[src/rtl/acd_cfg.svh]
`ifndef ACD_CFG_SVH
`define ACD_CFG_SVH
// command byte field positions
`define ACD_CMD_MODE 6
`define ACD_CMD_PAD 5
`define ACD_CMD_KIND_HI 5
`define ACD_CMD_KIND_LO 4
`define ACD_CMD_SLEEP 3
`define ACD_CMD_RATE_HI 2
`define ACD_CMD_RS_HI 4
`define ACD_CMD_RS_LO 1
`define ACD_CMD_WR 0
// register select codes
`define ACD_SEL_STATUS 4'h0
`define ACD_SEL_CONTROL_ONE 4'h1
`define ACD_SEL_PORT_PIN_CONTROL 4'h2
`define ACD_SEL_GAIN_AND_TRIM_CONTROL 4'h3
`define ACD_SEL_DATA 4'h4
`define ACD_SEL_SOC 4'h5
`define ACD_SEL_CHIP_FULLSCALE_COEFF 4'h8
// power-on values
`define ACD_RST_CONTROL_ONE 8'h02
`define ACD_RST_PORT_PIN_CONTROL 8'h0f
`define ACD_RST_GAIN_AND_TRIM_CONTROL 8'h1e
`define ACD_RST_COEFF 24'h000000
// operation kinds and rate code used for sleep
`define ACD_KIND_CONV 2'h0
`define ACD_KIND_SYSGAIN 2'h3
`define ACD_RATE_SLEEP 3'h0
// transfer lengths in bytes
`define ACD_LEN_WIDE 2'h3
`define ACD_LEN_NARROW 2'h1
// digital gain field of control three
`define ACD_GAIN_HI 7
`define ACD_GAIN_LO 5
// two's complement clip limits of the 18-bit result
`define ACD_RES_MAX 18'h1ffff
`define ACD_RES_MIN 18'h20000
`endif

[src/rtl/acd_pkg.sv]
package acd_pkg;
  // transfer phase, gray along cmd->read and cmd->write
  typedef enum logic [1:0] {
    ACD_ST_CMD = 2'b00,
    ACD_ST_READ = 2'b01,
    ACD_ST_WRITE = 2'b10
  } acd_state_t;
endpackage

[src/rtl/acd_spi_shift.sv]
`timescale 1ns/1ps
`default_nettype none
// ****************************************
// serial front end: sync, edges, shifting
// ****************************************
module acd_spi_shift (
  // clock and reset
  input wire logic mclk_i,
  input wire logic rst_i,
  input wire logic ce_i,
  // pins
  input wire logic cs_n_i,
  input wire logic sclk_i,
  input wire logic din_i,
  output logic dout_o,
  output logic dout_oe_n_o,
  // decoder side
  input wire logic hunt_i,
  input wire logic tx_load_i,
  input wire logic [7:0] tx_byte_i,
  input wire logic idle_bit_i,
  output logic cs_act_o,
  output logic byte_vld_o,
  output logic [7:0] rx_byte_o
);
  logic [2:0] s1_q; // first sync stage {sclk, din, cs_n}
  logic [2:0] s2_q; // second sync stage
  logic sclk_prev_q;
  logic [2:0] bit_cnt_q;
  logic [6:0] rx_sr_q;
  logic [7:0] tx_sr_q;
  logic tx_act_q;
  logic dout_q;
  logic rise;
  logic fall;

  // two flops on every pin; cs_n resets high so no false frame
  always_ff @(posedge mclk_i or posedge rst_i) begin
    if (rst_i) begin
      s1_q <= 3'h1;
      s2_q <= 3'h1;
      sclk_prev_q <= 1'b0;
    end else if (ce_i) begin
      s1_q <= {sclk_i, din_i, cs_n_i};
      s2_q <= s1_q;
      sclk_prev_q <= s2_q[2];
    end
  end

  assign cs_act_o = ~s2_q[0];
  assign rise = cs_act_o & s2_q[2] & ~sclk_prev_q;
  assign fall = cs_act_o & ~s2_q[2] & sclk_prev_q;

  // receive: sample on rising edge, leading zeros skipped while hunting
  always_ff @(posedge mclk_i or posedge rst_i) begin
    if (rst_i) begin
      bit_cnt_q <= 3'h0;
      rx_sr_q <= 7'h00;
      rx_byte_o <= 8'h00;
      byte_vld_o <= 1'b0;
    end else if (ce_i) begin
      byte_vld_o <= 1'b0;
      if (!cs_act_o) begin
        bit_cnt_q <= 3'h0;
      end else if (rise && !(hunt_i && bit_cnt_q == 3'h0 && !s2_q[1])) begin
        rx_sr_q <= {rx_sr_q[5:0], s2_q[1]};
        bit_cnt_q <= bit_cnt_q + 3'h1;
        if (&bit_cnt_q) begin
          rx_byte_o <= {rx_sr_q, s2_q[1]};
          byte_vld_o <= 1'b1;
        end
      end
    end
  end

  // transmit: msb first, changes only on falling edge
  always_ff @(posedge mclk_i or posedge rst_i) begin
    if (rst_i) begin
      tx_sr_q <= 8'h00;
      tx_act_q <= 1'b0;
      dout_q <= 1'b1;
    end else if (ce_i) begin
      if (!cs_act_o) begin
        tx_act_q <= 1'b0;
      end else if (tx_load_i) begin
        tx_sr_q <= tx_byte_i;
        tx_act_q <= 1'b1;
      end else if (fall && tx_act_q) begin
        dout_q <= tx_sr_q[7];
        tx_sr_q <= {tx_sr_q[6:0], 1'b0};
      end
      if (!tx_act_q) begin
        dout_q <= idle_bit_i;
      end
    end
  end

  // idle frames show the inverted ready flag; released when deselected
  assign dout_o = tx_act_q ? dout_q : idle_bit_i;
  assign dout_oe_n_o = ~cs_act_o;
endmodule
`default_nettype wire

[src/rtl/acd_status.sv]
`timescale 1ns/1ps
`default_nettype none
`include "acd_cfg.svh"
// ****************************************
// status flags and result capture
// ****************************************
module acd_status (
  // clock and reset
  input wire logic mclk_i,
  input wire logic rst_i,
  input wire logic ce_i,
  // converter events
  input wire logic res_vld_i,
  input wire logic [19:0] raw_i,
  input wire logic cal_done_i,
  input wire logic gain_ovr_i,
  input wire logic busy_i,
  // decoder events
  input wire logic start_i,
  input wire logic [1:0] kind_i,
  input wire logic [2:0] rate_i,
  input wire logic read_done_i,
  // results
  output logic [7:0] status_o,
  output logic [17:0] result_o
);
  logic gov_q, or_q, ur_q, rdy_q, seen_q;
  logic [2:0] rate_q, pend_rate_q;
  logic hi, lo;

  // headroom bits tell whether the core ran past full scale
  assign hi = $signed(raw_i) > $signed({{2{1'b0}}, `ACD_RES_MAX});
  assign lo = $signed(raw_i) < $signed({{2{1'b1}}, `ACD_RES_MIN});

  // result with clipping and range flags
  always_ff @(posedge mclk_i or posedge rst_i) begin
    if (rst_i) begin
      result_o <= 18'h00000;
      or_q <= 1'b0;
      ur_q <= 1'b0;
    end else if (ce_i && res_vld_i) begin
      result_o <= hi ? `ACD_RES_MAX : (lo ? `ACD_RES_MIN : raw_i[17:0]);
      or_q <= hi;
      ur_q <= lo;
    end
  end

  // rate follows the held result or the last calibration
  always_ff @(posedge mclk_i or posedge rst_i) begin
    if (rst_i) begin
      rate_q <= 3'h0;
      pend_rate_q <= 3'h0;
    end else if (ce_i) begin
      if (start_i) begin
        pend_rate_q <= rate_i;
      end
      if (res_vld_i || cal_done_i) begin
        rate_q <= pend_rate_q;
      end
    end
  end

  // gain overrange: set wins over the clear at a new gain calibration
  always_ff @(posedge mclk_i or posedge rst_i) begin
    if (rst_i) begin
      gov_q <= 1'b0;
    end else if (ce_i) begin
      if (gain_ovr_i) begin
        gov_q <= 1'b1;
      end else if (start_i && kind_i == `ACD_KIND_SYSGAIN) begin
        gov_q <= 1'b0;
      end
    end
  end

  // ready: new result wins over every clear
  always_ff @(posedge mclk_i or posedge rst_i) begin
    if (rst_i) begin
      rdy_q <= 1'b0;
      seen_q <= 1'b0;
    end else if (ce_i) begin
      if (res_vld_i) begin
        rdy_q <= 1'b1;
        seen_q <= 1'b0;
      end else if (read_done_i && busy_i) begin
        rdy_q <= 1'b0;
      end else if (read_done_i) begin
        seen_q <= 1'b1;
      end else if (start_i && kind_i == `ACD_KIND_CONV && seen_q) begin
        rdy_q <= 1'b0;
        seen_q <= 1'b0;
      end
    end
  end

  assign status_o = {gov_q, rate_q, or_q, ur_q, busy_i, rdy_q};
endmodule
`default_nettype wire

[src/rtl/acd_decoder.sv]
`timescale 1ns/1ps
`default_nettype none
`include "acd_cfg.svh"
// ****************************************
// command decoder and register map
// ****************************************
module acd_decoder #(
  parameter bit HAS_GAIN = 1'b1
) (
  // clock, enable and reset
  input wire logic mclk_i,
  input wire logic rst_i,
  input wire logic ce_i,
  // serial pins
  input wire logic cs_n_i,
  input wire logic sclk_i,
  input wire logic din_i,
  output logic dout_o,
  output logic dout_oe_n_o,
  // converter control
  output logic conv_start_o,
  output logic cal_start_o,
  output logic [1:0] cal_kind_o,
  output logic [2:0] rate_o,
  output logic sleep_o,
  // converter status and results
  input wire logic busy_i,
  input wire logic res_vld_i,
  input wire logic [19:0] raw_i,
  input wire logic cal_done_i,
  input wire logic gain_ovr_i,
  // calibration coefficient updates from the core
  input wire logic cal_wr_i,
  input wire logic [3:0] cal_sel_i,
  input wire logic [23:0] cal_val_i,
  // configuration to the rest of the chip
  output logic [7:0] control_one_o,
  output logic [7:0] port_pin_control_o,
  output logic [4:0] trim_ctrl_o,
  output logic [2:0] digital_gain_sel_o,
  output logic [23:0] coeff_o [4]
);
  acd_pkg::acd_state_t state_q;
  logic [3:0] sel_q; // register_select of current access
  logic [1:0] left_q; // bytes still to move, current one included
  logic [15:0] wbuf_q; // earlier bytes of a write
  logic [23:0] rd_word_q; // read snapshot, next byte on top
  logic tx_load_q;
  logic read_done_q;
  logic [7:0] control_one_q, port_pin_control_q, gain_and_trim_control_q;
  logic [23:0] coeff_q [4]; // system zero, system full, chip zero, chip full
  // front end wires
  logic cs_act, byte_vld, hunt;
  logic [7:0] rx_byte;
  logic [7:0] status_w;
  logic [17:0] result_w;
  // decode helpers
  logic cmd_seen, is_mode1, kind_conv, wr_last;
  logic [1:0] kind;
  logic [3:0] rs;
  logic [23:0] wr_word;

  // ****************************************
  // helper functions
  // ****************************************
  // bytes moved for a register, unmapped selects move one byte
  function automatic logic [1:0] reg_len(input logic [3:0] s);
    reg_len = (s >= `ACD_SEL_DATA && s <= `ACD_SEL_CHIP_FULLSCALE_COEFF) ? `ACD_LEN_WIDE : `ACD_LEN_NARROW;
  endfunction

  // coefficient slot of a select code
  function automatic logic [1:0] coeff_idx(input logic [3:0] s);
    logic [3:0] d;
    d = s - `ACD_SEL_SOC;
    coeff_idx = d[1:0];
  endfunction

  // true for the four writable coefficient selects
  function automatic logic is_coeff(input logic [3:0] s);
    is_coeff = (s >= `ACD_SEL_SOC && s <= `ACD_SEL_CHIP_FULLSCALE_COEFF);
  endfunction

  // ****************************************
  // serial front end and status
  // ****************************************
  acd_spi_shift u_shift (
    .mclk_i(mclk_i),
    .rst_i(rst_i),
    .ce_i(ce_i),
    .cs_n_i(cs_n_i),
    .sclk_i(sclk_i),
    .din_i(din_i),
    .dout_o(dout_o),
    .dout_oe_n_o(dout_oe_n_o),
    .hunt_i(hunt),
    .tx_load_i(tx_load_q),
    .tx_byte_i(rd_word_q[23:16]),
    .idle_bit_i(~status_w[0]),
    .cs_act_o(cs_act),
    .byte_vld_o(byte_vld),
    .rx_byte_o(rx_byte)
  );

  acd_status u_status (
    .mclk_i(mclk_i),
    .rst_i(rst_i),
    .ce_i(ce_i),
    .res_vld_i(res_vld_i),
    .raw_i(raw_i),
    .cal_done_i(cal_done_i),
    .gain_ovr_i(gain_ovr_i),
    .busy_i(busy_i),
    .start_i(conv_start_o | cal_start_o),
    .kind_i(cal_kind_o),
    .rate_i(rate_o),
    .read_done_i(read_done_q),
    .status_o(status_w),
    .result_o(result_w)
  );

  // ****************************************
  // command byte decode
  // ****************************************
  // the start bit only frames the byte; hunting drops leading zeros
  assign hunt = (state_q == acd_pkg::ACD_ST_CMD);
  assign cmd_seen = ce_i && byte_vld && state_q == acd_pkg::ACD_ST_CMD;
  assign is_mode1 = rx_byte[`ACD_CMD_MODE];
  assign kind = rx_byte[`ACD_CMD_KIND_HI:`ACD_CMD_KIND_LO];
  assign kind_conv = (kind == `ACD_KIND_CONV);
  assign rs = rx_byte[`ACD_CMD_RS_HI:`ACD_CMD_RS_LO];
  assign wr_last = ce_i && byte_vld && state_q == acd_pkg::ACD_ST_WRITE && left_q == `ACD_LEN_NARROW;
  assign wr_word = {wbuf_q, rx_byte};

  // operation requests are one-cycle pulses; sleep is held until work resumes
  always_ff @(posedge mclk_i or posedge rst_i) begin
    if (rst_i) begin
      conv_start_o <= 1'b0;
      cal_start_o <= 1'b0;
      cal_kind_o <= `ACD_KIND_CONV;
      rate_o <= 3'h0;
      sleep_o <= 1'b0;
    end else if (ce_i) begin
      conv_start_o <= 1'b0;
      cal_start_o <= 1'b0;
      if (cmd_seen && !is_mode1) begin
        cal_kind_o <= kind;
        rate_o <= rx_byte[`ACD_CMD_RATE_HI:0];
        if (!kind_conv) begin
          cal_start_o <= 1'b1;
          sleep_o <= 1'b0;
        end else if (rx_byte[`ACD_CMD_SLEEP] && rx_byte[`ACD_CMD_RATE_HI:0] == `ACD_RATE_SLEEP) begin
          sleep_o <= 1'b1;
        end else begin
          conv_start_o <= 1'b1;
          sleep_o <= 1'b0;
        end
      end
    end
  end

  // ****************************************
  // transfer sequencing
  // ****************************************
  // a frame may hold several commands; losing chip select abandons the access
  always_ff @(posedge mclk_i or posedge rst_i) begin
    if (rst_i) begin
      state_q <= acd_pkg::ACD_ST_CMD;
      sel_q <= `ACD_SEL_STATUS;
      left_q <= 2'h0;
      wbuf_q <= 16'h0000;
      tx_load_q <= 1'b0;
      read_done_q <= 1'b0;
    end else if (ce_i) begin
      tx_load_q <= 1'b0;
      read_done_q <= 1'b0;
      if (!cs_act) begin
        state_q <= acd_pkg::ACD_ST_CMD;
      end else if (byte_vld) begin
        case (state_q)
          acd_pkg::ACD_ST_CMD: begin
            // pad bit must be zero, otherwise the access is ignored
            if (is_mode1 && !rx_byte[`ACD_CMD_PAD]) begin
              sel_q <= rs;
              left_q <= reg_len(rs);
              if (rx_byte[`ACD_CMD_WR]) begin
                state_q <= acd_pkg::ACD_ST_READ;
                tx_load_q <= 1'b1;
              end else begin
                state_q <= acd_pkg::ACD_ST_WRITE;
              end
            end
          end
          acd_pkg::ACD_ST_READ: begin
            left_q <= left_q - 2'h1;
            if (left_q == `ACD_LEN_NARROW) begin
              state_q <= acd_pkg::ACD_ST_CMD;
              read_done_q <= (sel_q == `ACD_SEL_DATA);
            end else begin
              tx_load_q <= 1'b1;
            end
          end
          acd_pkg::ACD_ST_WRITE: begin
            left_q <= left_q - 2'h1;
            wbuf_q <= {wbuf_q[7:0], rx_byte};
            if (left_q == `ACD_LEN_NARROW) begin
              state_q <= acd_pkg::ACD_ST_CMD;
            end
          end
          default: begin
            state_q <= acd_pkg::ACD_ST_CMD;
          end
        endcase
      end
    end
  end

  // read snapshot: taken at the command so a fresh result cannot tear a read
  always_ff @(posedge mclk_i or posedge rst_i) begin
    if (rst_i) begin
      rd_word_q <= 24'h000000;
    end else if (ce_i) begin
      if (cmd_seen && is_mode1) begin
        case (rs)
          `ACD_SEL_STATUS: rd_word_q <= {status_w, 16'h0000};
          `ACD_SEL_CONTROL_ONE: rd_word_q <= {control_one_q, 16'h0000};
          `ACD_SEL_PORT_PIN_CONTROL: rd_word_q <= {port_pin_control_q, 16'h0000};
          `ACD_SEL_GAIN_AND_TRIM_CONTROL: rd_word_q <= {gain_and_trim_control_q, 16'h0000};
          `ACD_SEL_DATA: rd_word_q <= {6'h00, result_w};
          default: begin
            rd_word_q <= is_coeff(rs) ? coeff_q[coeff_idx(rs)] : 24'h000000;
          end
        endcase
      end else if (tx_load_q) begin
        rd_word_q <= {rd_word_q[15:0], 8'h00};
      end
    end
  end

  // ****************************************
  // register file
  // ****************************************
  // control registers; status, result and unmapped writes fall through
  always_ff @(posedge mclk_i or posedge rst_i) begin
    if (rst_i) begin
      control_one_q <= `ACD_RST_CONTROL_ONE;
      port_pin_control_q <= `ACD_RST_PORT_PIN_CONTROL;
      gain_and_trim_control_q <= `ACD_RST_GAIN_AND_TRIM_CONTROL;
    end else if (ce_i && wr_last) begin
      case (sel_q)
        `ACD_SEL_CONTROL_ONE: control_one_q <= rx_byte;
        `ACD_SEL_PORT_PIN_CONTROL: port_pin_control_q <= rx_byte;
        `ACD_SEL_GAIN_AND_TRIM_CONTROL: gain_and_trim_control_q <= rx_byte;
        default: begin
          control_one_q <= control_one_q;
        end
      endcase
    end
  end

  // coefficients: the core's own update wins over a host write in the same cycle
  always_ff @(posedge mclk_i or posedge rst_i) begin
    if (rst_i) begin
      for (int i = 0; i < 4; i++) begin
        coeff_q[i] <= `ACD_RST_COEFF;
      end
    end else if (ce_i) begin
      if (cal_wr_i && is_coeff(cal_sel_i)) begin
        coeff_q[coeff_idx(cal_sel_i)] <= cal_val_i;
      end else if (wr_last && is_coeff(sel_q)) begin
        coeff_q[coeff_idx(sel_q)] <= wr_word;
      end
    end
  end

  // outputs to the rest of the chip
  assign control_one_o = control_one_q;
  assign port_pin_control_o = port_pin_control_q;
  assign trim_ctrl_o = gain_and_trim_control_q[`ACD_GAIN_LO-1:0];
  // without the gain option the field is stored but has no effect
  assign digital_gain_sel_o = HAS_GAIN ? gain_and_trim_control_q[`ACD_GAIN_HI:`ACD_GAIN_LO] : 3'h0;
  assign coeff_o = coeff_q;
endmodule
`default_nettype wire

[config.mk]
export PLATFORM = sky130hd
export DESIGN_NAME = acd_decoder
export DESIGN_NICKNAME = d
export VERILOG_FILES = /design/src/rtl/acd_pkg.sv /design/src/rtl/acd_spi_shift.sv /design/src/rtl/acd_status.sv /design/src/rtl/acd_decoder.sv
export VERILOG_INCLUDE_DIRS = /design/src /design/src/rtl
export SDC_FILE = /design/constraint.sdc
export NUM_CORES = 1
export LEC_CHECK = 0
export ABC_AREA = 1
export BUFFER_PORTS_ARGS = -buffer_cell sky130_fd_sc_hd__buf_2
export CAP_MARGIN = 5
export CORE_MARGIN = 4
export CORE_UTILIZATION = 33
export CTS_CLUSTER_SIZE = 14
export DETAILED_ROUTE_END_ITERATION = 10
export PLACE_DENSITY_LB_ADDON = 0.05
export SLEW_MARGIN = 20
export SYNTH_ARGS = -nofsm -noshare
export SYNTH_HDL_FRONTEND = slang
export SYNTH_SLANG_ARGS = --single-unit
[constraint.sdc]
create_clock -name mclk_i -period 9.6 [get_ports mclk_i]
set_clock_uncertainty 0.2 [all_clocks]
set_input_delay 0.96 -clock mclk_i [delete_from_list [all_inputs] [get_ports mclk_i]]
set_output_delay 0.96 -clock mclk_i [all_outputs]
set_load 0.03 [all_outputs]
==> impl_metrics.yaml, run 1 <==
timing:
  rsz0062_at_grt: "false"
  setup_viol_count_final: 0
  max_slew_margin: 0.256
  final_max_slew_viol_count: 0
  tns_ns: 0
  holdWs_ns: 0.271
  worst_pin_slew_ns: 1.12
  fin_ws_ns: 5.53
  fin_crit_sh: 0.424
  finalCriticalPeriod_ns: 4.07
  hold_viol: 0
  fmax_ghz: 0.246
worst_setup_path:
  r2r-start: "u_shift.rx_byte_o[2]"
  arrival_ns: 4.32
  path_class: "input pin to register"
  ff2ff_setup_slack_ns: 5.63
  r2r-end: "rd_word_q[18]"
  startpoint_type: "input pin"
  required_ns: 9.85
  end_kind: "register"
  worst-path-max-fanout: 118
  rr_worst_depth: 10
route:
  post_drt_wl_per_cell_microns: 20.4
  drtPass1Iterations: 5
  top_layer_used: "met4"
  via_per_inst: 5.14
  wl_met1_microns: 24600
  drtIter0Drc: 1080
  totalWireLength_microns: 52000
  vias: 13100
  drc_errors: 0
  met2WireLength_microns: 23700
  wl_met3_microns: 2580
  route.antenna.remaining_nets: 0
floorplan:
  core_area_sq_um: 39700
  die_h_microns: 208
  ios: 189
  die-area_sq_um: 43400
  rows: 73
  start_util: 0.333
  fp.dieW_microns: 208
synthesis:
  synth_warnings: 0
  syn_area_sq_um: 13200
  synthTopCellsByArea: "dfrtp_1 44%, nand2_1 20%, o21ai_0 8.9%"
  synth_seq_cells: 243
  postSynthAreaPerCell_sq_um: 7.04
  syn_nets: 1952
  syn_inst: 1881
  synthDominantCellAreaShare: 0.437
  synth_cell_type_count: 29
  ys_seq_area_frac: 0.460
  synth_top_area_cell: "dfrtp_1"
final_layout:
  fill_cells: 4265
  layout_commonest_cell: "nand2_1"
  nets: 2072
  drive_gt1_frac: 0.143
  areaGrowthSynthToFinish_pct: 16.7
  final_cell_mix: "689 x nand2_1, 235 x o21ai_0, 230 x dfrtp_1, 189 x nand3_1, 188 x buf_2"
  fin_cells: 2549
  postLayoutCoreUtil: 0.389
  final_cell_area_sq_um: 15500
grt:
  antenna_found_initial: 2
  grt_pass1_vias: 12600
  grt_max_degree: 127
  grt_usage: 0.233
  grt_pass1_wl_microns: 79800
  overflow: 0
power_and_ir_drop:
  fin_total_pwr_mw: 2.43
  power_density_nw_per_um2: 157
  vdd_drop_max_uv: 115
  p_leak_nw: 8.00
clock_network:
  cts_hold_buf: 0
  cts_tree: "built"
  cts_buffer_depth: 3
  numClockSinks: 243
  htree_levels: 1
  post-cts-setup-buffers: 0
  clk_latency_ns: 0.56
  ctsResizeCount: 0
  clkSlewWorstSetupHoldPaths_ns: 0.06
  cts-root-buf: "clkbuf_16"
  numCtsBuffers: 29
min_path:
  hp-class: "register to register"
  hold_depth: 2
  hp-start: "u_shift.s1_q[0]"
  hold_path_end: "u_shift.s1_q[0]"
status:
  outcome: "complete, no violations"
place:
  io_buffers: 188
  placed_cells: 2494
  routabilityCongestion: 0.825
  dp_hpwl_microns: 36100
  post_dp_cell_area_sq_um: 14500
  dp_slack_ns: 4.65
run:
  cap_violations: 0
[critical path: stages]
cell and delay [ns]:
buf_2 0.31, inv_2 0.49, nand2_1 0.10, nand3_1 0.12, nand2_1 0.10, nand2_4 0.12, buf_4 0.81, nand2_1 0.10
nand2_1 0.10, buf_4 0.30, nand2_2 0.46, nand2_1 0.21, nand2_1 0.06
[cells by family (layout without fill, tap and decap cells)]
kind of cell / Yosys count / count (layout) / synth area share
buffers and inverters: 230 / 372 / 0.0692
AO/OA/AOI/OAI: 264 / 264 / 0.104
adder cells (fa/ha/maj): 12 / 12 / 0.0113
multiplexers: 6 / 6 / 0.00510
flip-flops: 243 / 243 / 0.460
other: 0 / 1 / 0
AND/OR/NAND/NOR: 1126 / 1126 / 0.350
[power by group]
| group | internal [mW] | switching, mW |
|---|---|---|
| Combinational | 0.0612 | 0.167 |
| Sequential | 1.08 | 0.0293 |
| Clock | 0.633 | 0.456 |
| Total | 1.78 | 0.652 |
[synthesized netlist by cell type (all sizes together)]
cell type	number
a21oi	16
a31oi	1
a32o	1
buf	36
clkbuf	84
clkinv	4
dfrtp	231
dfstp	12
ha	12
inv	106
mux2	6
nand2	693
nand3	189
nand4	59
nor2	172
nor3	12
nor4	1
o211ai	8
o21a	1
o21ai	235
o31ai	1
o32ai	1
[worst max path at each step]
stage / from / endpoint / slack (ns) / depth (start not counted)
floorplan: rst_i / cal_kind_o[0] / 1.79 / 1
global placement: cal_sel_i[0] / coeff_o[66] / 4.75 / 13
detailed placement: cal_sel_i[0] / coeff_o[48] / 4.65 / 13
CTS: cal_sel_i[0] / coeff_o[48] / 5.25 / 13
global route: cal_sel_i[0] / coeff_o[59] / 5.31 / 13
finish: cal_sel_i[0] / coeff_o[48] / 5.53 / 13
[sequential cells by signal (all words and copies together) (netlist names), 8 cells and up]
name,count
gain_and_trim_control_q,8
u_shift.tx_sr_q,8
wbuf_q,16
control_one_o,8
u_status.result_o,18
port_pin_control_o,8
rd_word_q,24
u_shift.rx_byte_o,8
coeff_o,96
[layer usage]
metal	GRT usage	up-vias
met1	0.338	6312
li1	-	6329
met5	0	-
met4	0.0469	0
met3	0.0321	73
met2	0.374	376
[final cells by class]
cell class / count / area [sq um] / area share
repair buffers: 209 / 1100 / 0.0713
well taps: 525 / 657 / 0.0425
flip-flops and latches: 243 / 6100 / 0.394
multi-input cells: 1408 / 6250 / 0.404
clock inverters: 11 / 82.6 / 0.00534
clock buffers: 42 / 845 / 0.0546
diodes: 1 / 2.50 / 0.000162
inverters: 110 / 420 / 0.0272
Power figures use the tool's default switching activity.
==> run 2: changes to the inputs <==
Settings changed: ABC_AREA 1 to 0.
Clock period 9.6 ns to 3.4 ns, I/O delays scaled along.
==> run 2 against run 1 <==
Utilization up 3.4 points. Synthesized cell count fell by 44%. First-iteration DRC count fell by 46%. Critical path depth is 5 lower. Largest power group unchanged.
==> impl_metrics.yaml, run 2 <==
status:
  outcome: "complete, no violations"
synthesis:
  synthTopCellsByArea: "dfrtp_1 48%, mux2_2 7.7%, mux2_4 4.6%"
  postSynthAreaPerCell_sq_um: 11.5
  yosysMostFrequentCell: "dfrtp_1"
  ys_seq_area_frac: 0.502
  synth_ff_type: "dfrtp_1"
  syn_nets: 1130
  synthArstFlopShare: 1.00
  synth_seq_cells: 243
  synth_enable_flop_cells: 0
  synthDominantCellAreaShare: 0.476
  syn_inst: 1059
  synth_cell_type_count: 64
  syn_area_sq_um: 12100
  synth_top_area_cell: "dfrtp_1"
  ys_top_cells_by_count: "231 x dfrtp_1, 129 x nand2_1, 106 x o21ai_0, 83 x mux2_2, 57 x clkbuf_1"
  synth_warnings: 0
floorplan:
  start_util: 0.338
  die_h_microns: 200
  die-area_sq_um: 39900
  ios: 189
  core_area_sq_um: 35900
  rows: 69
  fp.dieW_microns: 200
clock_network:
  cts_buffer_depth: 3
  ctsResizeCount: 0
  clk_latency_ns: 0.56
  cts-root-buf: "clkbuf_16"
  numClockSinks: 243
  numCtsBuffers: 29
  cts_tree: "built"
  htree_levels: 1
  clkSlewWorstSetupHoldPaths_ns: 0.06
min_path:
  hold_depth: 4
  hp-class: "input pin to register"
route:
  route.antenna.remaining_nets: 0
  drtIter0Drc: 582
  vias: 9778
  via_per_inst: 5.50
  post_drt_wl_per_cell_microns: 25.5
  drtPass1Iterations: 5
  totalWireLength_microns: 45400
  drc_errors: 0
worst_setup_path:
  path_class: "register to register"
  crit_family: "compound AO/OA/AOI/OAI gates"
  path_cells: "inv_1 > ha_1 > nand3_1 > nor2_1 > a32oi_2 > o21bai_2 > buf_4 > o2bb2ai_1"
  cp_num_cells: 8
  rr_worst_depth: 8
  slowest_stage: "nor2_1"
  slowest_delay_ns: 0.44
  worst-path-max-fanout: 14
  end_kind: "register"
  startpoint_type: "register"
  arrival_ns: 2.81
  required_ns: 3.64
  cp.buffers_inverters: 2
grt:
  use_met3: 0.0502
  use_met2: 0.351
  busiest_layer: "met2"
  grt_usage: 0.225
  overflow: 0
  grt_max_degree: 83
  antenna_found_initial: 3
  met1_usage: 0.317
  grt_pass1_wl_microns: 67300
  grt_pass1_vias: 10000
power_and_ir_drop:
  vdd_drop_max_uv: 319
  p_leak_nw: 7.08
  power_density_nw_per_um2: 475
place:
  routabilityCongestion: 0.795
  io_buffers: 188
  post_dp_cell_area_sq_um: 13700
  dp_slack_ns: 0.729
  dp_hpwl_microns: 31900
final_layout:
  fill_cells: 3464
  final_cell_mix: "230 x dfrtp_1, 188 x buf_2, 129 x nand2_1, 106 x o21ai_0, 83 x mux2_2"
  drive_gt1_frac: 0.356
  nets: 1365
  largest_reg_flops: 96
  layout_commonest_cell: "dfrtp_1"
  final_cell_area_sq_um: 15200
  areaGrowthSynthToFinish_pct: 25.2
timing:
  max_slew_margin: 0.394
  fin_crit_sh: 0.756
  fin_ws_ns: 0.829
  worst_pin_slew_ns: 0.910
  rsz0062_at_grt: "false"
  setup_viol_count_final: 0
  finalCriticalPeriod_ns: 2.57
  fmax_ghz: 0.389
  final_max_slew_viol_count: 0
  hold_viol: 0
  tns_ns: 0
  holdWs_ns: 0.00492
run:
  cap_violations: 0
## run 2: changes by cell type after synthesis, moves of 27 or more
cell,change
a22oi_1,+49
inv_1,-82
nand4_1,-32
o21ai_0,-129
nor2_1,-139
nand3_1,-176
clkbuf_1,-27
mux2_4,+37
a22o_1,+47
nand2_1,-563
mux2_2,+77
## run 2: cell type report
cell class                 count  area (sq um)  share of cell area
timing repair buffer         289          1870               0.123
sequential                   243          6100               0.401
inverter                      23          90.1             0.00593
clock inverter                12           141             0.00931
antenna                        2          5.00            0.000329
tap                          461           577              0.0380
multi-input combinational    708          5580               0.368
clock buffer                  41           831              0.0547
## run 2: worst reg2reg max path, cell delays in order (launching register included)
cell       delay (ns)
dfrtp_1          0.40
inv_1            0.10
ha_1             0.16
nand3_1          0.11
nor2_1           0.44
a32oi_2          0.20
o21bai_2         0.39
buf_4            0.29
o2bb2ai_1        0.16
## run 2: path summary, 6_finish.rpt
path                              start                    end  slack, ns
min in group asynchronous         rst_i       control_one_o[3]       0.21
hold / removal                   busy_i         u_status.rdy_q      0.005
setup reg to reg             state_q[0]            coeff_o[91]       0.83
max in group asynchronous         rst_i  u_status.result_o[11]       1.91
hold reg to reg            rd_word_q[4]           rd_word_q[4]       0.28
setup / recovery             state_q[0]            coeff_o[91]       0.83
## run 2: cell families after synthesis
logic type | count (synthesis) | share of synthesized area
AND/OR/NAND/NOR | 238 | 0.0910
flip-flops | 243 | 0.502
multiplexers | 156 | 0.177
adder cells (fa/ha/maj) | 12 | 0.0124
buffers and inverters | 108 | 0.0420
AO/OA/AOI/OAI | 302 | 0.175
## run 2: through the flow
stage / std cells / power (mW) / util
after detailed placement: 1676 / 4.03 / 0.382
final: 1779 / 7.22 / 0.423
after floorplan: 1059 / 3.69 / -
after global routing: 1778 / 7.51 / 0.423
after CTS: 1777 / 7.30 / 0.423
after global placement: 1676 / 4.03 / 0.382
## run 2: layer usage
layer / up-vias / wire length, microns
met5: - / 7
met4: 2 / 1340
met3: 72 / 2520
met2: 310 / 20900
met1: 4967 / 20700
li1: 4427 / -
## run 2: power breakdown
group / internal [mW] / switching, mW / total (mW)
clock network: 1.92 / 1.29 / 3.21
registers: 3.06 / 0.162 / 3.22
logic: 0.313 / 0.482 / 0.795
total: 5.29 / 1.93 / 7.22
## run 2: timing repair
action	CTS	global route
endpoints found under the hold margin	99	0
hold buffers	48	0
setup buffers	0	0
==> run 3: changes to the inputs <==
Settings changed: ABC_AREA 0 to 1.
Clock period 3.4 ns to 2.15 ns, I/O delays scaled along.
==> run 3 against run 2 <==
Cell area increased by 16%. Worst setup slack got worse by 0.75 ns. Combinational power rose by 60%. Non-clock buffer count is 104 higher. Final cell count rose by 54%. Routed wire length grew 25%. First-iteration DRC count up 100%. Utilization grew 2.0 points. Via count increased by 43%. Die area increased by 8.7%. Hold slack improved by 0.033 ns. Count of clock-buffer cells in the layout up 3. Critical endpoint is now rd_word_q[18].
==> impl_metrics.yaml, run 3 (synthesized netlist as in run 1, its figures left out) <==
floorplan:
  fp.dieW_microns: 208
  ios: 189
  core_area_sq_um: 39700
  start_util: 0.333
  die_h_microns: 208
  rows: 73
  die-area_sq_um: 43400
route:
  route.antenna.remaining_nets: 0
  post_drt_wl_per_cell_microns: 20.7
  drtPass1Iterations: 6
  vias: 14000
  via_per_inst: 5.13
  totalWireLength_microns: 56600
  drc_errors: 0
  drtIter0Drc: 1189
clock_network:
  htree_levels: 1
  cts_buffer_depth: 3
  cts-root-buf: "clkbuf_16"
  cts_tree: "built"
  clkSlewWorstSetupHoldPaths_ns: 0.07
  numClockSinks: 243
  numCtsBuffers: 30
  clk_latency_ns: 0.56
worst_setup_path:
  path_class: "register to register"
  end_kind: "register"
  r2r-end: "rd_word_q[18]"
  rr_worst_depth: 11
  r2r-start: "u_shift.rx_byte_o[1]"
  worst-path-max-fanout: 21
  ff2ff_setup_slack_ns: 0.08
  startpoint_type: "register"
  arrival_ns: 2.37
  required_ns: 2.45
place:
  routabilityCongestion: 0.873
  placed_cells: 2599
  io_buffers: 188
  dp_hpwl_microns: 39500
power_and_ir_drop:
  seq_power_share: 0.426
  vdd_drop_max_uv: 452
  combPwrFrac: 0.109
  power_density_nw_per_um2: 662
  power_frac_clock: 0.465
  p_switching_mw: 3.05
  p_leak_nw: 9.03
  power.internal_mw: 8.60
  p_sw_frac: 0.262
timing:
  tns_ns: 0
  worst_pin_slew_ns: 0.982
  final_max_slew_viol_count: 0
  fmax_ghz: 0.484
  hold_viol: 0
  setup_viol_count_final: 0
  rsz0062_at_grt: "true"
  max_slew_margin: 0.343
  finalCriticalPeriod_ns: 2.07
  fin_crit_sh: 0.961
grt:
  grt_pass1_vias: 13800
  grt_usage: 0.251
  overflow: 0
  grt_max_degree: 81
  antenna_found_initial: 0
  grt_pass1_wl_microns: 85800
final_layout:
  largest_reg_flops: 96
  areaGrowthSynthToFinish_pct: 32.9
  nets: 2257
  fin_cells: 2735
  fill_cells: 4121
  layout_commonest_cell: "nand2_1"
  drive_gt1_frac: 0.191
  final_cell_mix: "687 x nand2_1, 230 x dfrtp_1, 228 x o21ai_0, 188 x buf_2, 186 x nand3_1"
status:
  outcome: "complete, no violations"
min_path:
  hp-start: "ce_i"
  hp-class: "input pin to register"
  hold_depth: 5
  hold_path_end: "u_shift.s1_q[0]"
run:
  cap_violations: 0
-- run 3: power by group through the flow --
stage          Clock [mW]  Combinational, mW  Sequential [mW]
4_1_cts              5.52               1.25             4.96
3_5_place_dp            0               1.13             5.04
6_report             5.42               1.27             4.96
3_3_place_gp            0               1.12             5.04
5_1_grt              5.72               1.43             4.99
2_1_floorplan           0              0.629             5.04
-- run 3: critical path, stage by stage, from the launching register on --
cell and delay [ns]:
dfrtp_2 0.43, inv_4 0.10, ha_4 0.21, inv_2 0.07, buf_12 0.18, o21ai_0 0.10
o21ai_1 0.22, buf_4 0.19, nand3_1 0.10, nand2_1 0.08, nand2_1 0.05, nand2_1 0.07
-- run 3: worst max-delay path by stage --
stage | to | cells after the start | from
4_1_cts | rd_word_q[13] | 11 | u_shift.rx_byte_o[1]
3_5_place_dp | rd_word_q[17] | 11 | u_shift.rx_byte_o[1]
2_1_floorplan | cal_kind_o[0] | 1 | rst_i
5_1_grt | rd_word_q[18] | 11 | u_shift.rx_byte_o[1]
6_report | rd_word_q[18] | 11 | u_shift.rx_byte_o[1]
3_3_place_gp | coeff_o[14] | 9 | cal_sel_i[3]
-- run 3: what timing repair did --
item                                    CTS  global route
cloned                                    0             6
endpoints found under the hold margin   359             0
pin swaps                                 0             3
resized for setup                         7            29
buffers inserted                          0             4
endpoints found under the setup margin   12           114
hold buffers                             70             0
-- run 3: per-stage QoR --
| stage | hold WS [ns] | instance area (sq um) | total power, mW | util | worst slack [ns] |
|---|---|---|---|---|---|
| after CTS | 0.0128 | 17400 | 11.7 | 0.437 | 0.00177 |
| final | 0.0379 | 17600 | 11.7 | 0.443 | 0.0833 |
| after floorplan | 0.111 | 13300 | 5.67 | - | -1.44 |
| after global placement | 0.0327 | 15600 | 6.16 | 0.392 | -0.0472 |
| after global routing | 0.0803 | 17600 | 12.1 | 0.443 | -0.0203 |
| after detailed placement | 0.0331 | 15600 | 6.18 | 0.392 | -0.123 |
-- run 3: routing by layer --
layer  GRT usage  part of all wire  vias to the layer above
met5           0                 0                        -
met4      0.0723             0.029                        0
li1            -                 -                     6722
met1       0.350              0.44                     6673
met2       0.411              0.47                      530
met3      0.0339             0.064                       98
-- run 3: cell type report --
type / count / area (sq um) / share of cell area
multi-input combinational: 1408 / 6340 / 0.360
sequential: 243 / 6100 / 0.347
timing repair buffer: 393 / 3030 / 0.172
clock buffer: 44 / 885 / 0.0503
tap: 525 / 657 / 0.0373
inverter: 110 / 419 / 0.0238
clock inverter: 11 / 168 / 0.00953
antenna: 1 / 2.50 / 0.000142
